### config.mk
export PLATFORM = sky130hd
export DESIGN_NAME = pfmc_host
export DESIGN_NICKNAME = d
export VERILOG_FILES = /design/src/core/pfmc_pkg.sv /design/src/core/pfmc_bus_cycle.sv /design/src/core/pfmc_host.sv
export SDC_FILE = /design/constraint.sdc
export NUM_CORES = 1
export LEC_CHECK = 0
export BUFFER_PORTS_ARGS = -buffer_cell sky130_fd_sc_hd__buf_2
export CAP_MARGIN = 20
export CORE_AREA = 2 2 101 142
export CTS_CLUSTER_DIAMETER = 120
export DETAILED_ROUTE_END_ITERATION = 16
export DIE_AREA = 0 0 103 144
export HOLD_SLACK_MARGIN = 0.02
export PLACE_DENSITY = 0.8
export REMOVE_ABC_BUFFERS = 1
export SLEW_MARGIN = 25
export SYNTH_ARGS = -nofsm -noshare
export SYNTH_HDL_FRONTEND = slang
export SYNTH_HIERARCHICAL = 1
export SYNTH_SLANG_ARGS = --single-unit
### constraint.sdc
create_clock -name CORE_CLK_I -period 4 [get_ports CORE_CLK_I]
set_clock_uncertainty 0.15 [all_clocks]
set_input_delay 0.8 -clock CORE_CLK_I [delete_from_list [all_inputs] [get_ports CORE_CLK_I]]
set_output_delay 0.8 -clock CORE_CLK_I [all_outputs]
set_load 0.02 [all_outputs]
### src/core/pfmc_pkg.sv
// Constants, command codes and operation codes for the parallel flash host controller.
// Assumes a 50 MHz core clock and a byte-wide asynchronous NOR flash on the far side.
package pfmc_pkg;
	// ****************************************
	// Clock and timing
	// ****************************************
	localparam int CLK_PERIOD_NS = 20;
	localparam int RESET_LOW_NS = 500;
	localparam int RESET_CYCLES = (RESET_LOW_NS + CLK_PERIOD_NS - 1) / CLK_PERIOD_NS;
	localparam int RESET_REC_NS = 100;
	localparam int RESET_REC_CYCLES = (RESET_REC_NS + CLK_PERIOD_NS - 1) / CLK_PERIOD_NS;
	localparam int ACCESS_NS = 100;
	localparam int ACCESS_CYCLES = (ACCESS_NS + CLK_PERIOD_NS - 1) / CLK_PERIOD_NS;
	localparam int STROBE_NS = 60;
	localparam int STROBE_CYCLES = (STROBE_NS + CLK_PERIOD_NS - 1) / CLK_PERIOD_NS;
	localparam int SYNC_STAGES = 2;
	// ****************************************
	// Bus widths
	// ****************************************
	localparam int ADDR_W = 18;
	localparam int DATA_W = 8;
	// ****************************************
	// Command addresses and data
	// ****************************************
	localparam logic [17:0] UNLOCK1_ADDR = 18'h00555;
	localparam logic [17:0] UNLOCK2_ADDR = 18'h00AAA;
	localparam logic [7:0] UNLOCK1_DATA = 8'hAA;
	localparam logic [7:0] UNLOCK2_DATA = 8'h55;
	localparam logic [7:0] CMD_READ_RESET = 8'hF0;
	localparam logic [7:0] CMD_IDENTIFY = 8'h90;
	localparam logic [7:0] CMD_PROGRAM = 8'hA0;
	localparam logic [7:0] CMD_ERASE_SETUP = 8'h80;
	localparam logic [7:0] CMD_CHIP_ERASE = 8'h10;
	localparam logic [7:0] CMD_SECTOR_ERASE = 8'h30;
	localparam logic [7:0] CMD_SUSPEND = 8'hB0;
	localparam logic [7:0] CMD_RESUME = 8'h30;
	localparam logic [17:0] SECTOR_MASK = 18'h3E000;
	// ****************************************
	// Host operations
	// ****************************************
	typedef enum logic [3:0] {
		OP_READ = 4'h0,
		OP_RESET_CMD = 4'h1,
		OP_RESET_UNLOCK = 4'h2,
		OP_ID_ENTER = 4'h3,
		OP_PROGRAM = 4'h4,
		OP_CHIP_ERASE = 4'h5,
		OP_SECTOR_ERASE = 4'h6,
		OP_SUSPEND = 4'h7,
		OP_RESUME = 4'h8,
		OP_HW_RESET = 4'h9,
		OP_HW_ID_READ = 4'hA
	} pfmc_op_t;
endpackage

### src/core/pfmc_bus_cycle.sv
// One asynchronous read or write cycle on the flash pins.
// Assumes start_i is a one-cycle pulse given only while the cycle engine is idle.
`timescale 1ns/1ns
module pfmc_bus_cycle
	import pfmc_pkg::*;
#(
	parameter int ACC_CYCLES = ACCESS_CYCLES,
	parameter int STB_CYCLES = STROBE_CYCLES
)
(
	// Clock and reset
	input wire logic clk_i,
	input wire logic rst_i,
	// Cycle request
	input wire logic start_i,
	input wire logic write_i,
	input wire logic [ADDR_W-1:0] addr_i,
	input wire logic [DATA_W-1:0] wdata_i,
	output logic done_o,
	output logic [DATA_W-1:0] rdata_o,
	// Flash pins
	output logic ce_n_o,
	output logic oe_n_o,
	output logic we_n_o,
	output logic [ADDR_W-1:0] addr_o,
	output logic [DATA_W-1:0] data_o,
	output logic data_oe_o,
	input wire logic [DATA_W-1:0] data_i
);
	typedef enum logic [1:0] {
		B_IDLE = 2'b00,
		B_SETUP = 2'b01,
		B_STROBE = 2'b10,
		B_RELEASE = 2'b11
	} pfmc_bus_st_t;

	localparam logic [7:0] STB_LAST = 8'(STB_CYCLES - 1);
	localparam logic [7:0] RD_LAST = 8'(ACC_CYCLES + SYNC_STAGES - 1);

	pfmc_bus_st_t st_q, st_d;
	logic [7:0] cnt_q, cnt_d;
	logic wr_q, wr_d;
	logic ce_n_q, ce_n_d, oe_n_q, oe_n_d, we_n_q, we_n_d, doe_q, doe_d, done_q, done_d;
	logic [ADDR_W-1:0] addr_q, addr_d;
	logic [DATA_W-1:0] dout_q, dout_d, rdata_q, rdata_d, sync1_q, sync2_q;

	// ****************************************
	// Cycle sequencing
	// ****************************************
	always_comb
	begin
		st_d = st_q;
		cnt_d = cnt_q;
		wr_d = wr_q;
		ce_n_d = ce_n_q;
		oe_n_d = oe_n_q;
		we_n_d = we_n_q;
		doe_d = doe_q;
		addr_d = addr_q;
		dout_d = dout_q;
		rdata_d = rdata_q;
		done_d = 1'b0;
		case (st_q)
			B_IDLE:
			begin
				if (start_i)
				begin
					wr_d = write_i;
					addr_d = addr_i;
					dout_d = wdata_i;
					ce_n_d = 1'b0;
					oe_n_d = write_i;
					doe_d = write_i;
					cnt_d = 8'h00;
					st_d = B_SETUP;
				end
			end
			B_SETUP:
			begin
				// Write enable falls last so the address is taken on its edge
				we_n_d = !wr_q;
				st_d = B_STROBE;
			end
			B_STROBE:
			begin
				cnt_d = cnt_q + 8'h01;
				if ((wr_q && cnt_q == STB_LAST) || (!wr_q && cnt_q == RD_LAST))
				begin
					we_n_d = 1'b1;
					oe_n_d = 1'b1;
					if (!wr_q)
					begin
						rdata_d = sync2_q;
						ce_n_d = 1'b1;
					end
					st_d = B_RELEASE;
				end
			end
			B_RELEASE:
			begin
				ce_n_d = 1'b1;
				doe_d = 1'b0;
				done_d = 1'b1;
				st_d = B_IDLE;
			end
			default:
			begin
				st_d = B_IDLE;
			end
		endcase
	end

	always_ff @(posedge clk_i)
	begin
		sync1_q <= data_i;
		sync2_q <= sync1_q;
		if (rst_i)
		begin
			st_q <= B_IDLE;
			cnt_q <= 8'h00;
			wr_q <= 1'b0;
			ce_n_q <= 1'b1;
			oe_n_q <= 1'b1;
			we_n_q <= 1'b1;
			doe_q <= 1'b0;
			addr_q <= '0;
			dout_q <= '0;
			rdata_q <= '0;
			done_q <= 1'b0;
		end
		else
		begin
			st_q <= st_d;
			cnt_q <= cnt_d;
			wr_q <= wr_d;
			ce_n_q <= ce_n_d;
			oe_n_q <= oe_n_d;
			we_n_q <= we_n_d;
			doe_q <= doe_d;
			addr_q <= addr_d;
			dout_q <= dout_d;
			rdata_q <= rdata_d;
			done_q <= done_d;
		end
	end

	assign ce_n_o = ce_n_q;
	assign oe_n_o = oe_n_q;
	assign we_n_o = we_n_q;
	assign addr_o = addr_q;
	assign data_o = dout_q;
	assign data_oe_o = doe_q;
	assign done_o = done_q;
	assign rdata_o = rdata_q;

	// ****************************************
	// Checks
	// ****************************************
	no_contention_a: assert property (@(posedge clk_i) disable iff (rst_i) !oe_n_q |-> !doe_q)
		else $error("data driven while output gate low");
	write_shape_a: assert property (@(posedge clk_i) disable iff (rst_i) !we_n_q |-> (!ce_n_q && oe_n_q && doe_q))
		else $error("write strobe low outside a proper write");
	data_latch_edge_a: assert property (@(posedge clk_i) disable iff (rst_i) $rose(we_n_q) |-> !ce_n_q && doe_q)
		else $error("write strobe did not rise first");
	read_shape_a: assert property (@(posedge clk_i) disable iff (rst_i) !oe_n_q |-> (we_n_q && !ce_n_q))
		else $error("output gate low outside a proper read");
	idle_standby_a: assert property (@(posedge clk_i) disable iff (rst_i) (st_q == B_IDLE) |-> ce_n_q)
		else $error("chip select low while idle");
endmodule

### src/core/pfmc_host.sv
// Host controller that drives a byte-wide parallel NOR flash through its pins.
// Assumes pin-level high-voltage switches on address line nine and on reset, enabled by the HV outputs.
// Summary of operation
// - Hold the flash reset pin low at least 500 ns; device returns to read.
// - High voltage on address line nine gives identifier bytes by address bits 0, 8.
// - Write with select and strobe low, gate high; address at later fall, data earlier rise.
// - Multi-cycle commands start AAh to 555h, 55h to AAAh, then command to 555h.
// - F0h anywhere, or after unlock to 555h, returns to array read.
// - Program is unlock pair, A0h to 555h, then the byte to its location.
// - Chip erase is unlock, 80h, unlock, 10h, all command writes to 555h.
// - Sector erase ends with 30h to an address inside the sector, bits 17 to 13.
// - B0h to any address suspends sector erase; 30h resumes it.
`timescale 1ns/1ns
module pfmc_host
	import pfmc_pkg::*;
(
	// Clock and reset
	input wire logic CORE_CLK_I,
	input wire logic RST_I,
	// Command port
	input wire logic CMD_VALID_I,
	input wire pfmc_op_t CMD_OP_I,
	input wire logic [ADDR_W-1:0] CMD_ADDR_I,
	input wire logic [DATA_W-1:0] CMD_DATA_I,
	output logic CMD_READY_O,
	input wire logic OP_DONE_I,
	input wire logic TEMP_UNPROTECT_I,
	// Answer port
	output logic RESP_VALID_O,
	output logic [DATA_W-1:0] RESP_DATA_O,
	output logic RESP_ID_O,
	output logic RESP_PARITY_ERR_O,
	output logic OP_PENDING_O,
	// Flash pins
	output logic FLASH_CE_N_O,
	output logic FLASH_OE_N_O,
	output logic FLASH_WE_N_O,
	output logic FLASH_RESET_N_O,
	output logic [ADDR_W-1:0] FLASH_ADDR_O,
	output logic [DATA_W-1:0] FLASH_DATA_O,
	output logic FLASH_DATA_OE_O,
	input wire logic [DATA_W-1:0] FLASH_DATA_I,
	output logic HV_ADDRESS_LINE_NINE_EN_O,
	output logic HV_RESET_EN_O
);
	typedef enum logic [2:0] {
		S_RST_LOW = 3'b000,
		S_RST_REC = 3'b001,
		S_IDLE = 3'b010,
		S_ISSUE = 3'b011,
		S_WAIT = 3'b100
	} pfmc_st_t;

	localparam logic [7:0] RST_LAST = 8'(RESET_CYCLES - 1);
	localparam logic [7:0] REC_LAST = 8'(RESET_REC_CYCLES - 1);
	// Address bit that turns an identifier read into a protection status read
	localparam int PROT_SEL_BIT = 1;

	pfmc_st_t st_q, st_d;
	pfmc_op_t op_q, op_d, sv_op_q, sv_op_d;
	logic [ADDR_W-1:0] addr_q, addr_d, sv_addr_q, sv_addr_d, b_addr_q, b_addr_d;
	logic [DATA_W-1:0] data_q, data_d, sv_data_q, sv_data_d, b_wdata_q, b_wdata_d;
	logic [DATA_W-1:0] rsp_data_q, rsp_data_d, b_rdata;
	logic [7:0] cnt_q, cnt_d;
	logic [2:0] idx_q, idx_d;
	logic wr_done_q, wr_done_d, last_q, last_d, b_start_q, b_start_d, b_write_q, b_write_d, b_done;
	logic rst_n_q, rst_n_d, hv_line_nine_q, hv_line_nine_d, hv_rst_q, hv_rst_d, id_mode_q, id_mode_d;
	logic active_q, active_d, replay_q, replay_d, ready_q, ready_d;
	logic rsp_v_q, rsp_v_d, rsp_id_q, rsp_id_d, rsp_perr_q, rsp_perr_d;
	logic [26:0] word;

	// ****************************************
	// Command step table
	// ****************************************
	function automatic logic [26:0] step_word(input pfmc_op_t op, input logic [2:0] idx,
		input logic [ADDR_W-1:0] a, input logic [DATA_W-1:0] d);
		logic [ADDR_W-1:0] wa;
		logic [DATA_W-1:0] sd;
		logic last;
		wa = UNLOCK1_ADDR;
		sd = UNLOCK1_DATA;
		last = 1'b0;
		case (op)
			OP_RESET_CMD:
			begin
				wa = a;
				sd = CMD_READ_RESET;
				last = 1'b1;
			end
			OP_SUSPEND, OP_RESUME:
			begin
				wa = a;
				sd = (op == OP_SUSPEND) ? CMD_SUSPEND : CMD_RESUME;
				last = 1'b1;
			end
			default:
			begin
				case (idx)
					3'h1, 3'h4:
					begin
						wa = UNLOCK2_ADDR;
						sd = UNLOCK2_DATA;
					end
					3'h2:
					begin
						case (op)
							OP_RESET_UNLOCK: sd = CMD_READ_RESET;
							OP_ID_ENTER: sd = CMD_IDENTIFY;
							OP_PROGRAM: sd = CMD_PROGRAM;
							default: sd = CMD_ERASE_SETUP;
						endcase
						last = (op == OP_RESET_UNLOCK) || (op == OP_ID_ENTER);
					end
					3'h3:
					begin
						if (op == OP_PROGRAM)
						begin
							wa = a;
							sd = d;
							last = 1'b1;
						end
					end
					3'h5:
					begin
						// Exact command bytes keep the device from aborting back to read
						wa = (op == OP_SECTOR_ERASE) ? (a & SECTOR_MASK) : UNLOCK1_ADDR;
						sd = (op == OP_SECTOR_ERASE) ? CMD_SECTOR_ERASE : CMD_CHIP_ERASE;
						last = 1'b1;
					end
					default:
					begin
						wa = UNLOCK1_ADDR;
					end
				endcase
			end
		endcase
		return {last, wa, sd};
	endfunction

	assign word = step_word(op_q, idx_q, addr_q, data_q);

	// ****************************************
	// Sequencer
	// ****************************************
	always_comb
	begin
		st_d = st_q;
		op_d = op_q;
		addr_d = addr_q;
		data_d = data_q;
		sv_op_d = sv_op_q;
		sv_addr_d = sv_addr_q;
		sv_data_d = sv_data_q;
		cnt_d = cnt_q;
		idx_d = idx_q;
		wr_done_d = wr_done_q;
		last_d = last_q;
		b_start_d = 1'b0;
		b_write_d = b_write_q;
		b_addr_d = b_addr_q;
		b_wdata_d = b_wdata_q;
		rst_n_d = rst_n_q;
		hv_line_nine_d = hv_line_nine_q;
		id_mode_d = id_mode_q;
		active_d = active_q && !OP_DONE_I;
		replay_d = replay_q;
		rsp_v_d = 1'b0;
		rsp_data_d = rsp_data_q;
		rsp_id_d = rsp_id_q;
		rsp_perr_d = rsp_perr_q;
		case (st_q)
			S_RST_LOW:
			begin
				cnt_d = cnt_q + 8'h01;
				if (cnt_q == RST_LAST)
				begin
					rst_n_d = 1'b1;
					cnt_d = 8'h00;
					st_d = S_RST_REC;
				end
			end
			S_RST_REC:
			begin
				cnt_d = cnt_q + 8'h01;
				if (cnt_q == REC_LAST)
				begin
					st_d = S_IDLE;
					if (replay_q)
					begin
						// Interrupted program or erase left corrupt data, so run it again
						op_d = sv_op_q;
						addr_d = sv_addr_q;
						data_d = sv_data_q;
						idx_d = 3'h0;
						wr_done_d = 1'b0;
						replay_d = 1'b0;
						st_d = S_ISSUE;
					end
				end
			end
			S_IDLE:
			begin
				if (CMD_VALID_I && ready_q)
				begin
					op_d = CMD_OP_I;
					addr_d = CMD_ADDR_I;
					data_d = CMD_DATA_I;
					idx_d = 3'h0;
					wr_done_d = (CMD_OP_I == OP_READ) || (CMD_OP_I == OP_HW_ID_READ);
					st_d = S_ISSUE;
					if (CMD_OP_I == OP_HW_ID_READ)
					begin
						hv_line_nine_d = 1'b1;
					end
					if (CMD_OP_I == OP_HW_RESET)
					begin
						rst_n_d = 1'b0;
						id_mode_d = 1'b0;
						replay_d = active_q && !OP_DONE_I;
						active_d = 1'b0;
						cnt_d = 8'h00;
						st_d = S_RST_LOW;
						rsp_v_d = 1'b1;
						rsp_data_d = 8'h00;
						rsp_id_d = 1'b0;
						rsp_perr_d = 1'b0;
					end
				end
			end
			S_ISSUE:
			begin
				b_start_d = 1'b1;
				b_write_d = !wr_done_q;
				b_addr_d = wr_done_q ? addr_q : word[25:8];
				b_wdata_d = word[7:0];
				last_d = word[26];
				st_d = S_WAIT;
			end
			S_WAIT:
			begin
				if (b_done)
				begin
					if (b_write_q && !last_q)
					begin
						idx_d = idx_q + 3'h1;
						st_d = S_ISSUE;
					end
					else if (b_write_q && op_q == OP_ID_ENTER)
					begin
						wr_done_d = 1'b1;
						id_mode_d = 1'b1;
						st_d = S_ISSUE;
					end
					else
					begin
						st_d = S_IDLE;
						rsp_v_d = 1'b1;
						rsp_data_d = b_write_q ? 8'h00 : b_rdata;
						rsp_id_d = !b_write_q && (id_mode_q || hv_line_nine_q);
						// Protection status codes are not identifier bytes and carry no parity
						rsp_perr_d = rsp_id_d && !addr_q[PROT_SEL_BIT] && !(^b_rdata);
						hv_line_nine_d = 1'b0;
						if (op_q == OP_RESET_CMD || op_q == OP_RESET_UNLOCK)
						begin
							id_mode_d = 1'b0;
						end
						if (op_q == OP_PROGRAM || op_q == OP_CHIP_ERASE || op_q == OP_SECTOR_ERASE)
						begin
							active_d = 1'b1;
							sv_op_d = op_q;
							sv_addr_d = addr_q;
							sv_data_d = data_q;
						end
					end
				end
			end
			default:
			begin
				st_d = S_IDLE;
			end
		endcase
		// Unprotect voltage only while reset stays released
		hv_rst_d = TEMP_UNPROTECT_I && rst_n_d;
		ready_d = (st_d == S_IDLE);
	end

	always_ff @(posedge CORE_CLK_I)
	begin
		if (RST_I)
		begin
			st_q <= S_RST_LOW;
			op_q <= OP_READ;
			sv_op_q <= OP_READ;
			addr_q <= '0;
			sv_addr_q <= '0;
			data_q <= '0;
			sv_data_q <= '0;
			cnt_q <= 8'h00;
			idx_q <= 3'h0;
			{wr_done_q, last_q, b_start_q, b_write_q} <= 4'h0;
			b_addr_q <= '0;
			b_wdata_q <= '0;
			{rst_n_q, hv_line_nine_q, hv_rst_q, id_mode_q, active_q, replay_q, ready_q} <= 7'h00;
			{rsp_v_q, rsp_id_q, rsp_perr_q} <= 3'h0;
			rsp_data_q <= '0;
		end
		else
		begin
			st_q <= st_d;
			op_q <= op_d;
			sv_op_q <= sv_op_d;
			addr_q <= addr_d;
			sv_addr_q <= sv_addr_d;
			data_q <= data_d;
			sv_data_q <= sv_data_d;
			cnt_q <= cnt_d;
			idx_q <= idx_d;
			{wr_done_q, last_q, b_start_q, b_write_q} <= {wr_done_d, last_d, b_start_d, b_write_d};
			b_addr_q <= b_addr_d;
			b_wdata_q <= b_wdata_d;
			{rst_n_q, hv_line_nine_q, hv_rst_q, id_mode_q} <= {rst_n_d, hv_line_nine_d, hv_rst_d, id_mode_d};
			{active_q, replay_q, ready_q} <= {active_d, replay_d, ready_d};
			{rsp_v_q, rsp_id_q, rsp_perr_q} <= {rsp_v_d, rsp_id_d, rsp_perr_d};
			rsp_data_q <= rsp_data_d;
		end
	end

	pfmc_bus_cycle u_bus (
		.clk_i(CORE_CLK_I),
		.rst_i(RST_I),
		.start_i(b_start_q),
		.write_i(b_write_q),
		.addr_i(b_addr_q),
		.wdata_i(b_wdata_q),
		.done_o(b_done),
		.rdata_o(b_rdata),
		.ce_n_o(FLASH_CE_N_O),
		.oe_n_o(FLASH_OE_N_O),
		.we_n_o(FLASH_WE_N_O),
		.addr_o(FLASH_ADDR_O),
		.data_o(FLASH_DATA_O),
		.data_oe_o(FLASH_DATA_OE_O),
		.data_i(FLASH_DATA_I)
	);

	assign CMD_READY_O = ready_q;
	assign RESP_VALID_O = rsp_v_q;
	assign RESP_DATA_O = rsp_data_q;
	assign RESP_ID_O = rsp_id_q;
	assign RESP_PARITY_ERR_O = rsp_perr_q;
	assign OP_PENDING_O = active_q;
	assign FLASH_RESET_N_O = rst_n_q;
	assign HV_ADDRESS_LINE_NINE_EN_O = hv_line_nine_q;
	assign HV_RESET_EN_O = hv_rst_q;

	// ****************************************
	// Checks
	// ****************************************
	logic [7:0] low_len_q;
	always_ff @(posedge CORE_CLK_I)
	begin
		low_len_q <= (RST_I || rst_n_q) ? 8'h00 : low_len_q + 8'h01;
	end
	reset_width_a: assert property (@(posedge CORE_CLK_I) disable iff (RST_I) $rose(rst_n_q) |-> $past(low_len_q) >= RST_LAST)
		else $error("flash reset released too early");
	reset_quiet_a: assert property (@(posedge CORE_CLK_I) disable iff (RST_I) !rst_n_q |-> FLASH_CE_N_O && FLASH_WE_N_O)
		else $error("bus active during flash reset");
	hv_nine_read_a: assert property (@(posedge CORE_CLK_I) disable iff (RST_I)
		hv_line_nine_q |-> FLASH_WE_N_O)
		else $error("write with high voltage on address nine");
	hv_reset_a: assert property (@(posedge CORE_CLK_I) disable iff (RST_I) hv_rst_q |-> rst_n_q)
		else $error("unprotect voltage while reset low");
	id_cleared_a: assert property (@(posedge CORE_CLK_I) disable iff (RST_I) $fell(rst_n_q) |-> !id_mode_q)
		else $error("identifier mode survived hardware reset");
	answer_bound_a: assert property (@(posedge CORE_CLK_I) disable iff (RST_I)
		(CMD_VALID_I && ready_q && CMD_OP_I != OP_HW_RESET) |-> ##[2:120] rsp_v_q)
		else $error("command never answered");
	replay_start_a: assert property (@(posedge CORE_CLK_I) disable iff (RST_I)
		(st_q == S_RST_REC && replay_q && cnt_q == REC_LAST) |=> st_q == S_ISSUE && op_q == sv_op_q)
		else $error("interrupted operation not reissued");
	cov_program_c: cover property (@(posedge CORE_CLK_I) rsp_v_q && op_q == OP_PROGRAM);
	cov_sector_c: cover property (@(posedge CORE_CLK_I) rsp_v_q && op_q == OP_SECTOR_ERASE);
	cov_id_c: cover property (@(posedge CORE_CLK_I) rsp_v_q && rsp_id_q);
	cov_replay_c: cover property (@(posedge CORE_CLK_I) replay_q && $rose(rst_n_q));
endmodule

==> impl_metrics.yaml <==
worst_setup_path:
  cp.required_ns: 4.18
  criticalPathCategory: "flop to flop"
  path_cells: "or3b_1 -> nor2_4 -> a22o_1 -> or3b_2 -> o41ai_2"
  slowest_stage: "or3b_1"
  r2r_slack_ns: 1.24
  crit_arrival_ns: 2.94
  start_kind: "flop"
  critPathMaxStageDelay_ns: 0.78
  path_max_fanout: 19
  end_kind: "flop"
global_routing:
  use_met2_pct: 40.7
  grt-ovfl-total: 0
  antenna_found_initial: 0
  grt_pass1_wl_um: 28700
  grt_pass1_vias: 6118
  grt_max_degree: 81
  gr-usage-met1_pct: 30.5
  met3_usage_pct: 4.88
  grt_busiest_layer: "met2"
  grtUsageTotal_pct: 24.1
placed_design:
  placed_area_mm2: 0.00836
  hpwl_um: 11500
  gp_congestion: 0.887
  dp.cells: 1125
  portBuffers: 88
yosys:
  synth.yosys.seq_area_share_pct: 47.6
  synth_edf_count: 0
  synth_warnings: 6
  synth-seq-cells: 188
  yosysMostFrequentCell: "dfxtp_1"
  synth_top_area_cell: "dfxtp_1"
  async_flop_share_pct: 0
  synthDominantCellAreaShare_pct: 47.6
  avgSynthCellArea_um2: 8.77
  synth_area_leaders: "dfxtp_1 48%, nand2_1 7.9%, nor2_1 5.6%"
  synthFlopType: "dfxtp_1"
  synthTopCellsByCount: "188 x dfxtp_1, 166 x nand2_1, 119 x nor2_1"
  synth_cell_type_count: 73
  netlist_area_mm2: 0.00791
  postSynthCellCount: 902
sta:
  timing.hold.ws_ns: 0.171
  drv_slew: 0
  relSlewSlack_pct: 40.3
  min_period_over_period_pct: 69.0
  max_freq_mhz: 362
  tightest_slew_ns: 0.893
  fin_setup_tns_ns: 0
  rsz0062_at_grt: "no"
  hold_viol: 0
  setup_violations: 0
  fin_crit_ns: 2.76
route:
  drt_iter0_markers: 428
  drc: 0
  antenna_left: 0
  wire_per_inst_um: 14.8
  vias_per_cell: 5.58
  vias: 6447
  firstDrtPassIters: 5
  drt-total-wl_um: 17200
layout:
  drive_gt1_share_pct: 15.6
  diodes: 0
  design_area_mm2: 0.00892
  stdcell_count: 1156
  fillers: 1189
  final_core_util_pct: 65.3
  fin_nets: 1014
  areaGrowthSynthToFinish_pct: 12.8
cts:
  root_buffer: "clkbuf_16"
  clk_path_buf_depth: 2
  cts_resized: 0
  tritoncts: "done"
  cts_hold_buffers: 0
  insertion_delay_ns: 0.42
  htree_levels: 4
  cts_setup_buffers: 0
  cts_made_buffers: 17
  cts_sinks: 188
  clk_pin_slew_ns: 0.07
flow_run:
  drv_cap: 0
floorplanning:
  initial_core_util_pct: 57.9
  die_h_um: 144
  dieArea_mm2: 0.0148
  top_level_ports: 89
  die_w_um: 103
  core_area_mm2: 0.0137
  rows: 51
min_path:
  hp-class: "flop to flop"
power:
  leakagePower_nw: 3.43
  p_per_area_mw_per_mm2: 412
  ir_drop_uv: 230
run_status:
  status: "complete, no violations"
## critical path, delay by kind of cell (launching register included)
family | cells | cell delay (ns)
AO/OA/AOI/OAI | 2 | 0.49
AND/OR/NAND/NOR | 3 | 1.36
flip-flops | 1 | 0.65
## layout by cell type (no fill, tap or decap), drive strengths merged, types with 4 or more instances in the layout
master / instances
o211ai: 4
a31oi: 7
a21oi: 49
a311oi: 33
nand3: 22
and2: 7
o22ai: 5
a211o: 4
clkbuf: 19
nor3: 15
clkinv: 5
inv: 21
xor2: 6
nor3b: 9
dfxtp: 188
ha: 12
nand2: 166
a221oi: 4
nand2b: 16
a22o: 6
nor2b: 12
buf: 96
nor4b: 5
nor2: 120
mux2i: 37
o21ai: 33
a211oi: 9
xnor2: 13
## power breakdown
group | total (mW) | internal, mW | leakage [nW] | switching, mW
clock | 1.60 | 0.877 | 0.270 | 0.718
sequential | 1.91 | 1.89 | 1.52 | 0.0147
combinational | 0.168 | 0.0622 | 1.64 | 0.106
total | 3.67 | 2.83 | 3.43 | 0.838
## cell families (layout without fill, tap and decap cells)
| logic type | Yosys count | after routing | share of synthesized area (%) |
|---|---|---|---|
| mux | 40 | 40 | 5.11 |
| fa+ha+maj | 12 | 12 | 1.90 |
| flops | 188 | 188 | 47.6 |
| compound gates | 172 | 172 | 15.3 |
| xor+xnor | 19 | 19 | 2.10 |
| simple gates | 396 | 396 | 23.6 |
| buf+inv | 75 | 144 | 4.46 |
## stage by stage
step	total power, mW	setup WS, ns
after CTS	3.70	1.25
after detailed placement	2.12	1.28
final	3.67	1.24
after global placement	2.11	1.36
after global routing	3.80	1.06
after floorplan	2.04	0.781
## layout make-up
type	instances	area, um2	share of cell area, %
multi-input combinational	639	3800	42.6
sequential	188	3760	42.2
timing repair buffer	96	503	5.64
clock buffer	19	443	4.97
tap	185	231	2.60
clock inverter	12	113	1.26
inverter	17	63.8	0.716
## worst paths after layout
path | cells past startpoint | startpoint | end
worst max register to register | 5 | st_q[2]$_SDFF_PP0_ | RESP_PARITY_ERR_O$_SDFFE_PP0P_
worst min register to register | 0 | u_bus/sync1_q[7]$_DFF_P_ | u_bus/sync2_q[7]$_DFF_P_
worst max-delay path | 5 | st_q[2]$_SDFF_PP0_ | RESP_PARITY_ERR_O$_SDFFE_PP0P_
worst min-delay path | 0 | u_bus/sync1_q[7]$_DFF_P_ | u_bus/sync2_q[7]$_DFF_P_
## routing by layer
| metal | vias up | wire length, um |
|---|---|---|
| met5 | - | 0 |
| li1 | 3237 | - |
| met4 | 0 | 278 |
| met2 | 130 | 8730 |
| met1 | 3054 | 7540 |
| met3 | 26 | 612 |
## sequential cells by signal, indices dropped and copies added (netlist names), 18 cells and up
signal        cells
b_addr_q         18
addr_q           18
sv_addr_q        18
u_bus/addr_o     18
Power figures use the tool's default switching activity.
